`config.mk`:
```
export PLATFORM = sky130hd
export DESIGN_NAME = inductive_sensor_status_regs
export DESIGN_NICKNAME = d
export VERILOG_FILES = /design/src/sense_regs_pkg.sv /design/src/inductive_sensor_status_regs.sv /design/src/serial_port.sv
export SDC_FILE = /design/constraint.sdc
export NUM_CORES = 1
export LEC_CHECK = 0
export ABC_CLOCK_PERIOD_IN_PS = 8800
export BUFFER_PORTS_ARGS = -buffer_cell sky130_fd_sc_hd__buf_2
export CAP_MARGIN = 10
export CORE_AREA = 2 2 127 98
export DETAILED_ROUTE_END_ITERATION = 16
export DIE_AREA = 0 0 129 100
export PLACE_DENSITY = 0.85
export SLEW_MARGIN = 20
export SYNTH_ARGS = -nofsm -noshare
export SYNTH_HDL_FRONTEND = slang
export SYNTH_SLANG_ARGS = --single-unit
```
`constraint.sdc`:
```
create_clock -name mclk -period 8.8 [get_ports mclk]
set_clock_uncertainty 0.15 [all_clocks]
set_input_delay 0 -clock mclk [delete_from_list [all_inputs] [get_ports mclk]]
set_output_delay 0 -clock mclk [all_outputs]
set_load 0.01 [all_outputs]
```
`src/sense_regs_pkg.sv`:
```
// constants shared by the inductive sensor register bank
package sense_regs_pkg;
  // register offsets
  localparam logic [6:0] ADDR_CEILING   = 7'h01;
  localparam logic [6:0] ADDR_FLOOR     = 7'h02;
  localparam logic [6:0] ADDR_CONFIG    = 7'h04;
  localparam logic [6:0] ADDR_THR_HIGH  = 7'h07;
  localparam logic [6:0] ADDR_THR_LOW   = 7'h09;
  localparam logic [6:0] ADDR_PIN_FUNC  = 7'h0a;
  localparam logic [6:0] ADDR_POWER     = 7'h0b;
  localparam logic [6:0] ADDR_STATUS    = 7'h20;
  localparam logic [6:0] ADDR_LOSS      = 7'h22;
  localparam logic [6:0] ADDR_FREQ_LOW  = 7'h23;
  localparam logic [6:0] ADDR_FREQ_MID  = 7'h24;
  localparam logic [6:0] ADDR_FREQ_HIGH = 7'h25;
  // reset values
  localparam logic [7:0] RESET_FLOOR    = 8'h14;
  localparam logic [7:0] RESET_CONFIG   = 8'h1b;
  localparam logic [7:0] RESET_THR_HIGH = 8'hff;
  localparam logic [7:0] RESET_THR_LOW  = 8'h00;
  localparam logic [7:0] RESET_PIN_FUNC = 8'h00;
  localparam logic [7:0] RESET_POWER    = 8'h00;
  // field layouts
  localparam int        FUNC_MSB        = 2;
  localparam int        RESP_MSB        = 2;
  localparam int        AMP_LSB         = 3;
  localparam int        AMP_MSB         = 4;
  localparam int        CFG_MSB         = 4;
  localparam int        POWER_BIT       = 0;
  localparam int        STAT_OSC        = 7;
  localparam int        STAT_READY_N    = 6;
  localparam int        STAT_WAKE_N     = 5;
  localparam int        STAT_COMP       = 4;
  // pin function codes
  localparam logic [2:0] FUNC_OFF       = 3'h0;
  localparam logic [2:0] FUNC_WAKE      = 3'h1;
  localparam logic [2:0] FUNC_COMP      = 3'h2;
  localparam logic [2:0] FUNC_READY     = 3'h4;
  // response time: code 2 is 192 counts, one third of it is 64
  localparam logic [2:0]  RESP_CODE_MIN = 3'h2;
  localparam logic [11:0] RESP_THIRD_MIN = 12'h040;
  // loss clip limits
  localparam logic [7:0] LOSS_MIN       = 8'h00;
  localparam logic [7:0] LOSS_MAX       = 8'hff;
  localparam logic [7:0] READ_ZERO      = 8'h00;
  // serial frame: bit 7 of the command byte set means read
  localparam int        CMD_READ_BIT    = 7;
  localparam logic [2:0] LAST_BIT       = 3'h7;
endpackage

```
`src/inductive_sensor_status_regs.sv`:
```
// register bank and result snapshot of the inductive sensor converter
//
// Behaviour
// - pin function: off, wake, comparator, ready
// - power bit: 0 standby, 1 converting
// - status bit 7 shows oscillator stopped
// - status bit 6 low when fresh data
// - status bit 5 low on wake trigger
// - status bit 4 comparator: below low sets
// - status read-only, bits 3:0 meaningless
// - 8-bit loss result read-only register
// - 24-bit frequency count over three bytes
// - frequency count copied only when loss read starts
// - loss clipped outside floor/ceiling range
// - sample rate is frequency over count/3
// - response code 2..7 gives 192..6144
// - thresholds high 0x07, low 0x09
`timescale 1ns/1ps
`default_nettype none
module inductive_sensor_status_regs #(
  parameter logic [7:0] CEILING_RESET = 8'h00
) (
  // clock and reset
  input  wire logic        mclk,
  input  wire logic        reset,
  // serial pins
  input  wire logic        sclk,
  input  wire logic        cs_n,
  input  wire logic        sdi,
  output logic             sdo,
  output logic             sdo_oe,
  // event pin
  output logic             event_pin_n,
  // front end results
  input  wire logic        conv_valid,
  input  wire logic [7:0]  conv_loss,
  input  wire logic        conv_below_floor,
  input  wire logic        conv_above_ceiling,
  input  wire logic [23:0] conv_freq,
  input  wire logic        osc_stopped,
  // front end controls
  output logic             conversion_enable,
  output logic [11:0]      sample_divide,
  output logic [1:0]       amplitude_select,
  output logic [7:0]       loss_range_floor,
  output logic [7:0]       loss_range_ceiling
);
  logic        cmd_valid;
  logic        cmd_read;
  logic [6:0]  cmd_addr;
  logic        wr_valid;
  logic [7:0]  wr_data;
  logic [7:0]  rd_data;
  logic [7:0]  config_reg;
  logic [7:0]  thr_high;
  logic [7:0]  thr_low;
  logic [7:0]  pin_function_select;
  logic [7:0]  power_control;
  logic [7:0]  latest_loss;
  logic [23:0] latest_freq;
  logic [23:0] freq_count;
  logic        fresh;
  logic        comp_state;
  logic        wake_hit;
  logic [7:0]  clipped_loss;
  logic        take_conv;
  logic        loss_read;
  logic [7:0]  device_state_flags;
  logic [2:0]  func;

  // ****************************************************************
  // serial port
  // ****************************************************************
  serial_port u_port (
    .mclk      (mclk),
    .reset     (reset),
    .sclk      (sclk),
    .cs_n      (cs_n),
    .sdi       (sdi),
    .sdo       (sdo),
    .sdo_oe    (sdo_oe),
    .cmd_valid (cmd_valid),
    .cmd_read  (cmd_read),
    .cmd_addr  (cmd_addr),
    .wr_valid  (wr_valid),
    .wr_data   (wr_data),
    .rd_data   (rd_data)
  );

  // ****************************************************************
  // writable registers
  // ****************************************************************
  // one write per data byte; unmapped and read-only offsets ignored
  always_ff @(posedge mclk or posedge reset) begin
    if (reset) begin
      loss_range_ceiling  <= CEILING_RESET;
      loss_range_floor    <= sense_regs_pkg::RESET_FLOOR;
      config_reg          <= sense_regs_pkg::RESET_CONFIG;
      thr_high            <= sense_regs_pkg::RESET_THR_HIGH;
      thr_low             <= sense_regs_pkg::RESET_THR_LOW;
      pin_function_select <= sense_regs_pkg::RESET_PIN_FUNC;
      power_control       <= sense_regs_pkg::RESET_POWER;
    end else if (wr_valid) begin
      unique case (cmd_addr)
        sense_regs_pkg::ADDR_CEILING:  loss_range_ceiling  <= wr_data;
        sense_regs_pkg::ADDR_FLOOR:    loss_range_floor    <= wr_data;
        sense_regs_pkg::ADDR_CONFIG:   config_reg          <= {3'h0,
          wr_data[sense_regs_pkg::CFG_MSB:0]};
        sense_regs_pkg::ADDR_THR_HIGH: thr_high            <= wr_data;
        sense_regs_pkg::ADDR_THR_LOW:  thr_low             <= wr_data;
        sense_regs_pkg::ADDR_PIN_FUNC: pin_function_select <= {5'h00,
          wr_data[sense_regs_pkg::FUNC_MSB:0]};
        sense_regs_pkg::ADDR_POWER:    power_control       <= {7'h00,
          wr_data[sense_regs_pkg::POWER_BIT]};
        default: ;
      endcase
    end
  end

  // ****************************************************************
  // front end controls
  // ****************************************************************
  // response code to count/3 of sensor cycles per sample
  function automatic logic [11:0] resp_third(input logic [2:0] code);
    if (code < sense_regs_pkg::RESP_CODE_MIN) begin
      resp_third = sense_regs_pkg::RESP_THIRD_MIN; // reserved codes
    end else begin
      resp_third = sense_regs_pkg::RESP_THIRD_MIN <<
        (code - sense_regs_pkg::RESP_CODE_MIN);
    end
  endfunction

  assign conversion_enable =
    power_control[sense_regs_pkg::POWER_BIT];
  assign sample_divide =
    resp_third(config_reg[sense_regs_pkg::RESP_MSB:0]);
  assign amplitude_select =
    config_reg[sense_regs_pkg::AMP_MSB:sense_regs_pkg::AMP_LSB];

  // ****************************************************************
  // conversion intake
  // ****************************************************************
  // standby ignores results; clip outside the programmed range
  assign take_conv = conv_valid & conversion_enable;
  assign clipped_loss = conv_below_floor ? sense_regs_pkg::LOSS_MIN :
    conv_above_ceiling ? sense_regs_pkg::LOSS_MAX : conv_loss;
  assign loss_read = cmd_valid & cmd_read &
    (cmd_addr == sense_regs_pkg::ADDR_LOSS);
  assign func = pin_function_select[sense_regs_pkg::FUNC_MSB:0];

  // most recent conversion; loss read directly, frequency not yet visible to the host
  always_ff @(posedge mclk or posedge reset) begin
    if (reset) begin
      latest_loss <= 8'h00;
      latest_freq <= 24'h00_0000;
    end else if (take_conv) begin
      latest_loss <= clipped_loss;
      latest_freq <= conv_freq;
    end
  end

  // snapshot taken when a loss read begins
  always_ff @(posedge mclk or posedge reset) begin
    if (reset) begin
      freq_count  <= 24'h00_0000;
    end else if (loss_read) begin
      freq_count  <= latest_freq;
    end
  end

  // fresh data flag; a new conversion wins over the read
  always_ff @(posedge mclk or posedge reset) begin
    if (reset) begin
      fresh <= 1'b0;
    end else if (take_conv) begin
      fresh <= 1'b1;
    end else if (loss_read) begin
      fresh <= 1'b0;
    end
  end

  // comparator with hysteresis band between thresholds
  always_ff @(posedge mclk or posedge reset) begin
    if (reset) begin
      comp_state <= 1'b0;
    end else if (take_conv) begin
      if (clipped_loss < thr_low) begin
        comp_state <= 1'b1;
      end else if (clipped_loss > thr_high) begin
        comp_state <= 1'b0;
      end
    end
  end // between thresholds holds

  // wake trigger held until wake function is left
  always_ff @(posedge mclk or posedge reset) begin
    if (reset) begin
      wake_hit <= 1'b0;
    end else if (func != sense_regs_pkg::FUNC_WAKE) begin
      wake_hit <= 1'b0;
    end else if (take_conv && clipped_loss > thr_high) begin
      wake_hit <= 1'b1;
    end
  end

  // ****************************************************************
  // status and read data
  // ****************************************************************
  always_comb begin
    device_state_flags = sense_regs_pkg::READ_ZERO;
    device_state_flags[sense_regs_pkg::STAT_OSC]     = osc_stopped;
    device_state_flags[sense_regs_pkg::STAT_READY_N] = ~fresh;
    device_state_flags[sense_regs_pkg::STAT_WAKE_N]  = ~wake_hit;
    device_state_flags[sense_regs_pkg::STAT_COMP]    = comp_state;
  end

  // read byte latched one cycle after the command byte
  always_ff @(posedge mclk or posedge reset) begin
    if (reset) begin
      rd_data <= 8'h00;
    end else if (cmd_valid) begin
      unique case (cmd_addr)
        sense_regs_pkg::ADDR_CEILING:   rd_data <= loss_range_ceiling;
        sense_regs_pkg::ADDR_FLOOR:     rd_data <= loss_range_floor;
        sense_regs_pkg::ADDR_CONFIG:    rd_data <= config_reg;
        sense_regs_pkg::ADDR_THR_HIGH:  rd_data <= thr_high;
        sense_regs_pkg::ADDR_THR_LOW:   rd_data <= thr_low;
        sense_regs_pkg::ADDR_PIN_FUNC:  rd_data <= pin_function_select;
        sense_regs_pkg::ADDR_POWER:     rd_data <= power_control;
        sense_regs_pkg::ADDR_STATUS:    rd_data <= device_state_flags;
        sense_regs_pkg::ADDR_LOSS:      rd_data <= latest_loss;
        sense_regs_pkg::ADDR_FREQ_LOW:  rd_data <= freq_count[7:0];
        sense_regs_pkg::ADDR_FREQ_MID:  rd_data <= freq_count[15:8];
        sense_regs_pkg::ADDR_FREQ_HIGH: rd_data <= freq_count[23:16];
        default:                        rd_data <= sense_regs_pkg::READ_ZERO;
      endcase
    end
  end

  // ****************************************************************
  // event pin
  // ****************************************************************
  // reserved codes and disabled mode leave the pin high
  always_ff @(posedge mclk or posedge reset) begin
    if (reset) begin
      event_pin_n <= 1'b1;
    end else begin
      unique case (func)
        sense_regs_pkg::FUNC_WAKE:  event_pin_n <= ~wake_hit;
        sense_regs_pkg::FUNC_COMP:  event_pin_n <= comp_state;
        sense_regs_pkg::FUNC_READY: event_pin_n <= ~fresh;
        default:                    event_pin_n <= 1'b1;
      endcase
    end
  end
endmodule
`default_nettype wire

```
`src/serial_port.sv`:
```
// serial slave: synchronises pins, splits command and data bytes
`timescale 1ns/1ps
`default_nettype none
module serial_port (
  // clock and reset
  input  wire logic       mclk,
  input  wire logic       reset,
  // pins from the host
  input  wire logic       sclk,
  input  wire logic       cs_n,
  input  wire logic       sdi,
  output logic            sdo,
  output logic            sdo_oe,
  // register side
  output logic            cmd_valid,
  output logic            cmd_read,
  output logic [6:0]      cmd_addr,
  output logic            wr_valid,
  output logic [7:0]      wr_data,
  input  wire logic [7:0] rd_data
);
  logic [2:0] sclk_q;
  logic [1:0] cs_q;
  logic [1:0] sdi_q;
  logic       rise;
  logic       fall;
  logic       active;
  logic [2:0] bit_cnt;
  logic [7:0] shift_in;
  logic [7:0] shift_out;
  logic       data_phase;
  logic [7:0] next_byte;

  // ****************************************************************
  // pin synchronisers
  // ****************************************************************
  // two stages each; sclk has a third stage for edge detection
  always_ff @(posedge mclk or posedge reset) begin
    if (reset) begin
      sclk_q <= 3'h0;
      cs_q   <= 2'h3;
      sdi_q  <= 2'h0;
    end else begin
      sclk_q <= {sclk_q[1:0], sclk};
      cs_q   <= {cs_q[0], cs_n};
      sdi_q  <= {sdi_q[0], sdi};
    end
  end

  assign active    = ~cs_q[1];
  assign rise      = active & sclk_q[1] & ~sclk_q[2];
  assign fall      = active & ~sclk_q[1] & sclk_q[2];
  assign next_byte = {shift_in[6:0], sdi_q[1]};

  // ****************************************************************
  // receive side
  // ****************************************************************
  // bits taken on sclk rise, msb first; frame restarts on deselect
  always_ff @(posedge mclk or posedge reset) begin
    if (reset) begin
      bit_cnt    <= 3'h0;
      shift_in   <= 8'h00;
      data_phase <= 1'b0;
      cmd_valid  <= 1'b0;
      cmd_read   <= 1'b0;
      cmd_addr   <= 7'h00;
      wr_valid   <= 1'b0;
      wr_data    <= 8'h00;
    end else begin
      cmd_valid <= 1'b0;
      wr_valid  <= 1'b0;
      if (!active) begin
        bit_cnt    <= 3'h0;
        data_phase <= 1'b0;
      end else if (rise) begin
        shift_in <= next_byte;
        bit_cnt  <= bit_cnt + 3'h1;
        if (bit_cnt == sense_regs_pkg::LAST_BIT) begin
          data_phase <= 1'b1;
          if (!data_phase) begin
            cmd_valid <= 1'b1;
            cmd_read  <= next_byte[sense_regs_pkg::CMD_READ_BIT];
            cmd_addr  <= next_byte[6:0];
          end else if (!cmd_read) begin
            wr_valid <= 1'b1;
            wr_data  <= next_byte;
          end
        end
      end
    end
  end

  // ****************************************************************
  // transmit side
  // ****************************************************************
  // read byte loaded on first fall of data phase, shifted on later falls
  always_ff @(posedge mclk or posedge reset) begin
    if (reset) begin
      shift_out <= 8'h00;
    end else if (fall && data_phase && cmd_read) begin
      if (bit_cnt == 3'h0) begin
        shift_out <= rd_data;
      end else begin
        shift_out <= {shift_out[6:0], 1'b0};
      end
    end
  end

  // drive only while selected
  always_ff @(posedge mclk or posedge reset) begin
    if (reset) begin
      sdo    <= 1'b0;
      sdo_oe <= 1'b0;
    end else begin
      sdo    <= shift_out[7];
      sdo_oe <= active;
    end
  end
endmodule
`default_nettype wire

```
Word-level counts from Yosys, hierarchy flattened
Cells that the tools add are included.

cells by class
  bitwise gates (word level) = 14
  $lt $le $gt $ge = 3
  shift-type cells = 1
  multiplexer cells = 26
  div/mod/pow operators = 0
  multipliers = 0
  reduce and logical (&&, ||, !) cells = 21
  equality and inequality tests = 17
  add/subtract/negate cells = 2

operator list
  operator                                           count
  one-hot mux 8 bit (12 select lines)                1
  == test 7 x 6 -> 1 bit (second input constant)     5
  two-way mux 8 bit                                  3
  == test 7 x 4 -> 1 bit (second input constant)     3
  AND reduction 2 bit                                10
  two-way mux 1 bit                                  18
  == test 7 x 3 -> 1 bit (second input constant)     2
  two-way mux 12 bit                                 1
  << shifter 7 x 3 -> 12 bit (first input constant)  1
  nonzero test 2 bit                                 5
  > comparator 8 bit                                 1
  less-than comparator 8 bit                         1
  AND 1 bit                                          7
  == test 7 x 1 -> 1 bit (second input constant)     1
  == test 7 x 2 -> 1 bit (second input constant)     1
  inverter 1 bit                                     7
  == test 3 bit (second input constant)              2
  two-way mux 3 bit                                  2
  AND reduction 5 bit                                1
  AND reduction 4 bit                                1
  adder 3 x 1 -> 3 bit (second input constant)       1
  == test 3 x 1 -> 1 bit (second input constant)     1
  == test 3 x 2 -> 1 bit (second input constant)     1
  logical AND 1 bit                                  3
  other kinds (5)                                    5

storage, ports and cells
  ROM bits = 0
  memories = 0
  bits in latches = 0
  output and inout bits = 34
  register bits = 155
  RAM bits = 0
  logic and storage cells = 113
  input port bits = 41

Longest topological paths before layout
  word-level depth = 6
  gate-level depth with buffers = 9
  gate-level depth less buffers = 8

Hierarchy
A second synthesis with hierarchy kept.

second synthesis, totals
  cell total of the unflattened synthesis = 583
  area total of the unflattened synthesis = 7373.3 um^2

by module, submodules not included
  module                        area each (um^2)  instances  cells an instance
  inductive_sensor_status_regs  5557.8            1          469
  serial_port                   1815.5            1          114

Worst setup path after synthesis
Ideal clock, no wire load.

  kind = register to register
  start point = register u_port.cmd_addr[2]
  end point = register loss_range_ceiling[0]
  stages on the path, launching flop included = 7
  required time = 8.525 ns
  library setup time = 0.125 ns
  path slack = 6.687 ns
  arrival time = 1.838 ns
  cells stage by stage = dfrtp_1 buf_2 or4_4 nor2_4 and3_1 buf_4 mux2_2

between the ends
  longest elaborated chain between the ends = 2

RTL lines
  what                           line                                 RTL
  from (decl)                    serial_port.sv:17                    output logic [6:0] cmd_addr,
  from (signal assigned)         serial_port.sv:83                    cmd_addr <= next_byte[6:0];
  == test 7 x 1 -> 1 bit         inductive_sensor_status_regs.sv:104  unique case (cmd_addr)
  AND reduction 2 bit (no line)  n/a
  to (signal assigned)           inductive_sensor_status_regs.sv:105  sense_regs_pkg::ADDR_CEILING: loss_range_ceiling <= wr_data;
  to (decl)                      inductive_sensor_status_regs.sv:46   output logic [7:0] loss_range_ceiling

No other way between the ends.
A chain may end at the register's enable or synchronous reset.

Final worst setup path
  start point = register u_port.cmd_addr[1]
  end point = register thr_low[3]

between the ends
  longest elaborated chain between the ends = 2

RTL lines
  what                           line                                 RTL
  == test 7 x 4 -> 1 bit         inductive_sensor_status_regs.sv:104
  AND reduction 2 bit (no line)  n/a
  to (signal assigned)           inductive_sensor_status_regs.sv:100  thr_low <= sense_regs_pkg::RESET_THR_LOW;
  to (signal assigned)           inductive_sensor_status_regs.sv:110  sense_regs_pkg::ADDR_THR_LOW: thr_low <= wr_data;
  to (decl)                      inductive_sensor_status_regs.sv:56   logic [7:0] thr_low;

No other way between the ends.

==> results.sh <==
export IMPL_cts_buffers=17
export IMPL_ys_warn_count=0
export IMPL_first_iter_violations=321
export IMPL_maxCapViolations=0
export IMPL_p_sw_share_pct=21.8
export IMPL_p_clk_share_pct=46.7
export IMPL_r2r_end="thr_low[3]$_DFFE_PP0P_"
export IMPL_grt_pass1_wl_mm=26.9
export IMPL_netlist_area_leader_share_pct=46.8
export IMPL_grt_start_max_net_pins=85
export IMPL_async_flop_share_pct=100
export IMPL_crit_required_ps=8950
export IMPL_cp_max_fo=24
export IMPL_fin_area_mm2=0.00865
export IMPL_worstPathBufferInverterCount=0
export IMPL_ant_nets=0
export IMPL_gp_congestion=0.946
export IMPL_first_pass_iters=5
export IMPL_min_from="conv_loss[3]"
export IMPL_layout_drive_gt1_share_pct=37.3
export IMPL_synth_top_family_by_area="multiplexers"
export IMPL_synth_area_per_cell_um2=12.7
export IMPL_clkTransAtPathRegs_ps=60
export IMPL_grt_usage_pct=27.8
export IMPL_period_needed_ps=2920
export IMPL_synth_area_leaders="dfrtp_1, mux2_2, dfstp_2"
export IMPL_finalWorstSetupSlack_ps=5880
export IMPL_largest_registers="freq_count x24, latest_freq x24"
export IMPL_use_met1_pct=39.5
export IMPL_hpwl_mm=11.7
export IMPL_pwr_share_comb_pct=4.7
export IMPL_slowest_delay_ps=820
export IMPL_worstReg2RegStart="u_port.cmd_addr[1]$_DFFE_PP0P_"
export IMPL_cts_tree="yes"
export IMPL_synthCells=581
export IMPL_coreArea_mm2=0.0119
export IMPL_die_h_um=100
export IMPL_pin_count=75
export IMPL_finalSetupViolations=0
export IMPL_fin_crit_sh_pct=33.2
export IMPL_holdCritPathClass="primary input to flip-flop"
export IMPL_p_int_mw=1.20
export IMPL_vias_per_cell=5.81
export IMPL_rsz0062_at_grt="no"
export IMPL_drc=0
export IMPL_cts_resized=0
export IMPL_p_leak_nw=4.24
export IMPL_synthAdderAreaFrac_pct=3.02
export IMPL_synth_area_leader_cell="dfrtp_1"
export IMPL_r2r_setup_slack_ps=5880
export IMPL_grt_pass1_vias=5031
export IMPL_ir_drop_v=0.000152
export IMPL_start_util_pct=62.2
export IMPL_p_switching_mw=0.333
export IMPL_die_x_um=129
export IMPL_synth_compound_area_share_pct=7.31
export IMPL_status="complete, no violations"
export IMPL_clk_path_buf_depth=2
export IMPL_seq_power_share_pct=48.6
export IMPL_syn_to_final_growth_pct=17.3
export IMPL_root_buffer="clkbuf_16"
export IMPL_num_nets_final=729
export IMPL_placement_cell_area_mm2=0.00775
export IMPL_cp_slowest_cell="nor2b_1"
export IMPL_worstSetupStartpoint="u_port.cmd_addr[1]$_DFFE_PP0P_"
export IMPL_n_antenna_cell=0
export IMPL_synth_seq_cells=155
export IMPL_cp_start_kind="flip-flop"
export IMPL_cp_arrival_ps=3070
export IMPL_wl_mm=16.7
export IMPL_wire_per_inst_um=19.7
export IMPL_final_max_slew_viol_count=0
export IMPL_cts_setup_buffers=0
export IMPL_r2r_cells=4
export IMPL_top_usage_layer="met2"
export IMPL_total_power_mw=1.53
export IMPL_finalHoldViolations=0
export IMPL_met2_usage_pct=42.7
export IMPL_powerDensity_mw_per_mm2=177
export IMPL_synth_edf_count=0
export IMPL_synthXorXnorAreaFrac_pct=0.237
export IMPL_slew_headroom_pct=40.8
export IMPL_cp_depth=4
export IMPL_cts_htree_levels=4
export IMPL_end_kind="flip-flop"
export IMPL_cts_sinks=155
export IMPL_num_rows=35
export IMPL_overflow=0
export IMPL_max_freq_mhz=343
export IMPL_crit_end="thr_low[3]$_DFFE_PP0P_"
export IMPL_muxShareOfSynthArea_pct=21.8
export IMPL_critPathKind="flip-flop to flip-flop"
export IMPL_met3_usage_pct=6.93
export IMPL_cp_top_family="simple AND/OR/NAND/NOR gates"
export IMPL_fin_setup_tns_ps=0
export IMPL_worstSkewPairLatency_ps=420
export IMPL_ys_types=70
export IMPL_synth_ff_type="dfrtp_1"
export IMPL_worstMarginPinSlew_ps=886
export IMPL_hold_depth=4
export IMPL_synthSimpleGateAreaFrac_pct=10.1
export IMPL_ys_seq_area_share_pct=52.9
export IMPL_dieArea_mm2=0.0129
export IMPL_cp_cell_sequence="nor2b_1, and4b_1, nand2_1, mux2_2"
export IMPL_fin_hold_ws_ps=7.89
export IMPL_syn_area_mm2=0.00738
export IMPL_vias=4940
export IMPL_antenna_found_initial=1
export IMPL_port_buffers=68
export IMPL_place_ws_ps=5960
==> stage by stage <==
stage,instances,utilization (%)
after floorplan,586,-
after global routing,850,72.9
after CTS,850,72.9
after global placement,786,65.3
after detailed placement,786,65.3
final,850,72.9
==> cells in the mapped netlist (all sizes together), types with 3 or more instances <==
master   number
nor2         25
a22oi        14
inv          32
or3b          3
nor4          7
o2bb2ai       3
mux2        124
clkbuf       13
ha           17
mux2i        14
nor2b        11
o22ai         8
dfrtp       138
buf          24
nor3          8
nand2b        3
and3         10
a21oi        10
nand2        28
nand3         4
o21ai        13
dfstp        17
a22o         10
==> worst min path at each step <==
stage | to
final | latest_loss[3]$_DFFE_PP0P_
after global routing | latest_loss[4]$_DFFE_PP0P_
after CTS | latest_loss[7]$_DFFE_PP0P_
after detailed placement | u_port.cs_q[0]$_DFF_PP1_
after global placement | u_port.sclk_q[0]$_DFF_PP0_
after floorplan | u_port.cs_q[0]$_DFF_PP1_
==> layer usage <==
metal / vias to the layer above / share of wire [%]
met5: - / 0.072
met4: 2 / 2.0
met3: 30 / 7.0
met2: 195 / 46
met1: 2459 / 45
li1: 2254 / -
==> final cells by class <==
cell class,instances,area [µm²]
Clock inverter,10,116
Multi-Input combinational cell,362,3150
Inverter,32,125
Tap cell,166,208
Timing Repair Buffer,103,687
Fill cell,801,3220
Sequential cell,155,3900
Clock buffer,22,464
==> logic make-up (layout without fill, tap and decap cells) <==
group           after synthesis  count (layout)
compound gates               77              77
xor+xnor                      2               2
fa+ha+maj                    18              18
buf+inv                      69             167
flops                       155             155
mux                         138             138
other cells                   1               6
simple gates                121             121
==> worst register-to-register path: cells and delay by family, from the launching register on <==
kind / cells / cell delay [ps]
muxes: 1 / 360
DFF: 1 / 690
and+or+nand+nor: 3 / 1600
==> cell usage in the layout, fill, tap and decap left out, types with 19 or more instances in the layout <==
cell type      Yosys  routed
nand2_1           27      27
nor2_1            22      22
mux2_2           105     105
mux2_4            19      19
dlygate4sd3_1      0      32
buf_2              9      68
dfrtp_1          138     138
inv_1             32      31
==> power groups by stage <==
stage | Clock (mW) | Combinational [mW] | Sequential [mW]
global route | 0.756 | 0.0818 | 0.745
global placement | 0 | 0.0572 | 0.754
floorplan | 0 | 0.0441 | 0.750
finish | 0.714 | 0.0726 | 0.744
detailed placement | 0 | 0.0624 | 0.756
CTS | 0.723 | 0.0737 | 0.744
==> timing repair <==
item | CTS | global route
endpoints found under the hold margin | 101 | 0
endpoints found under the setup margin | 0 | 0
hold buffers | 32 | 0
No activity file was read; power rests on OpenSTA's default activity.
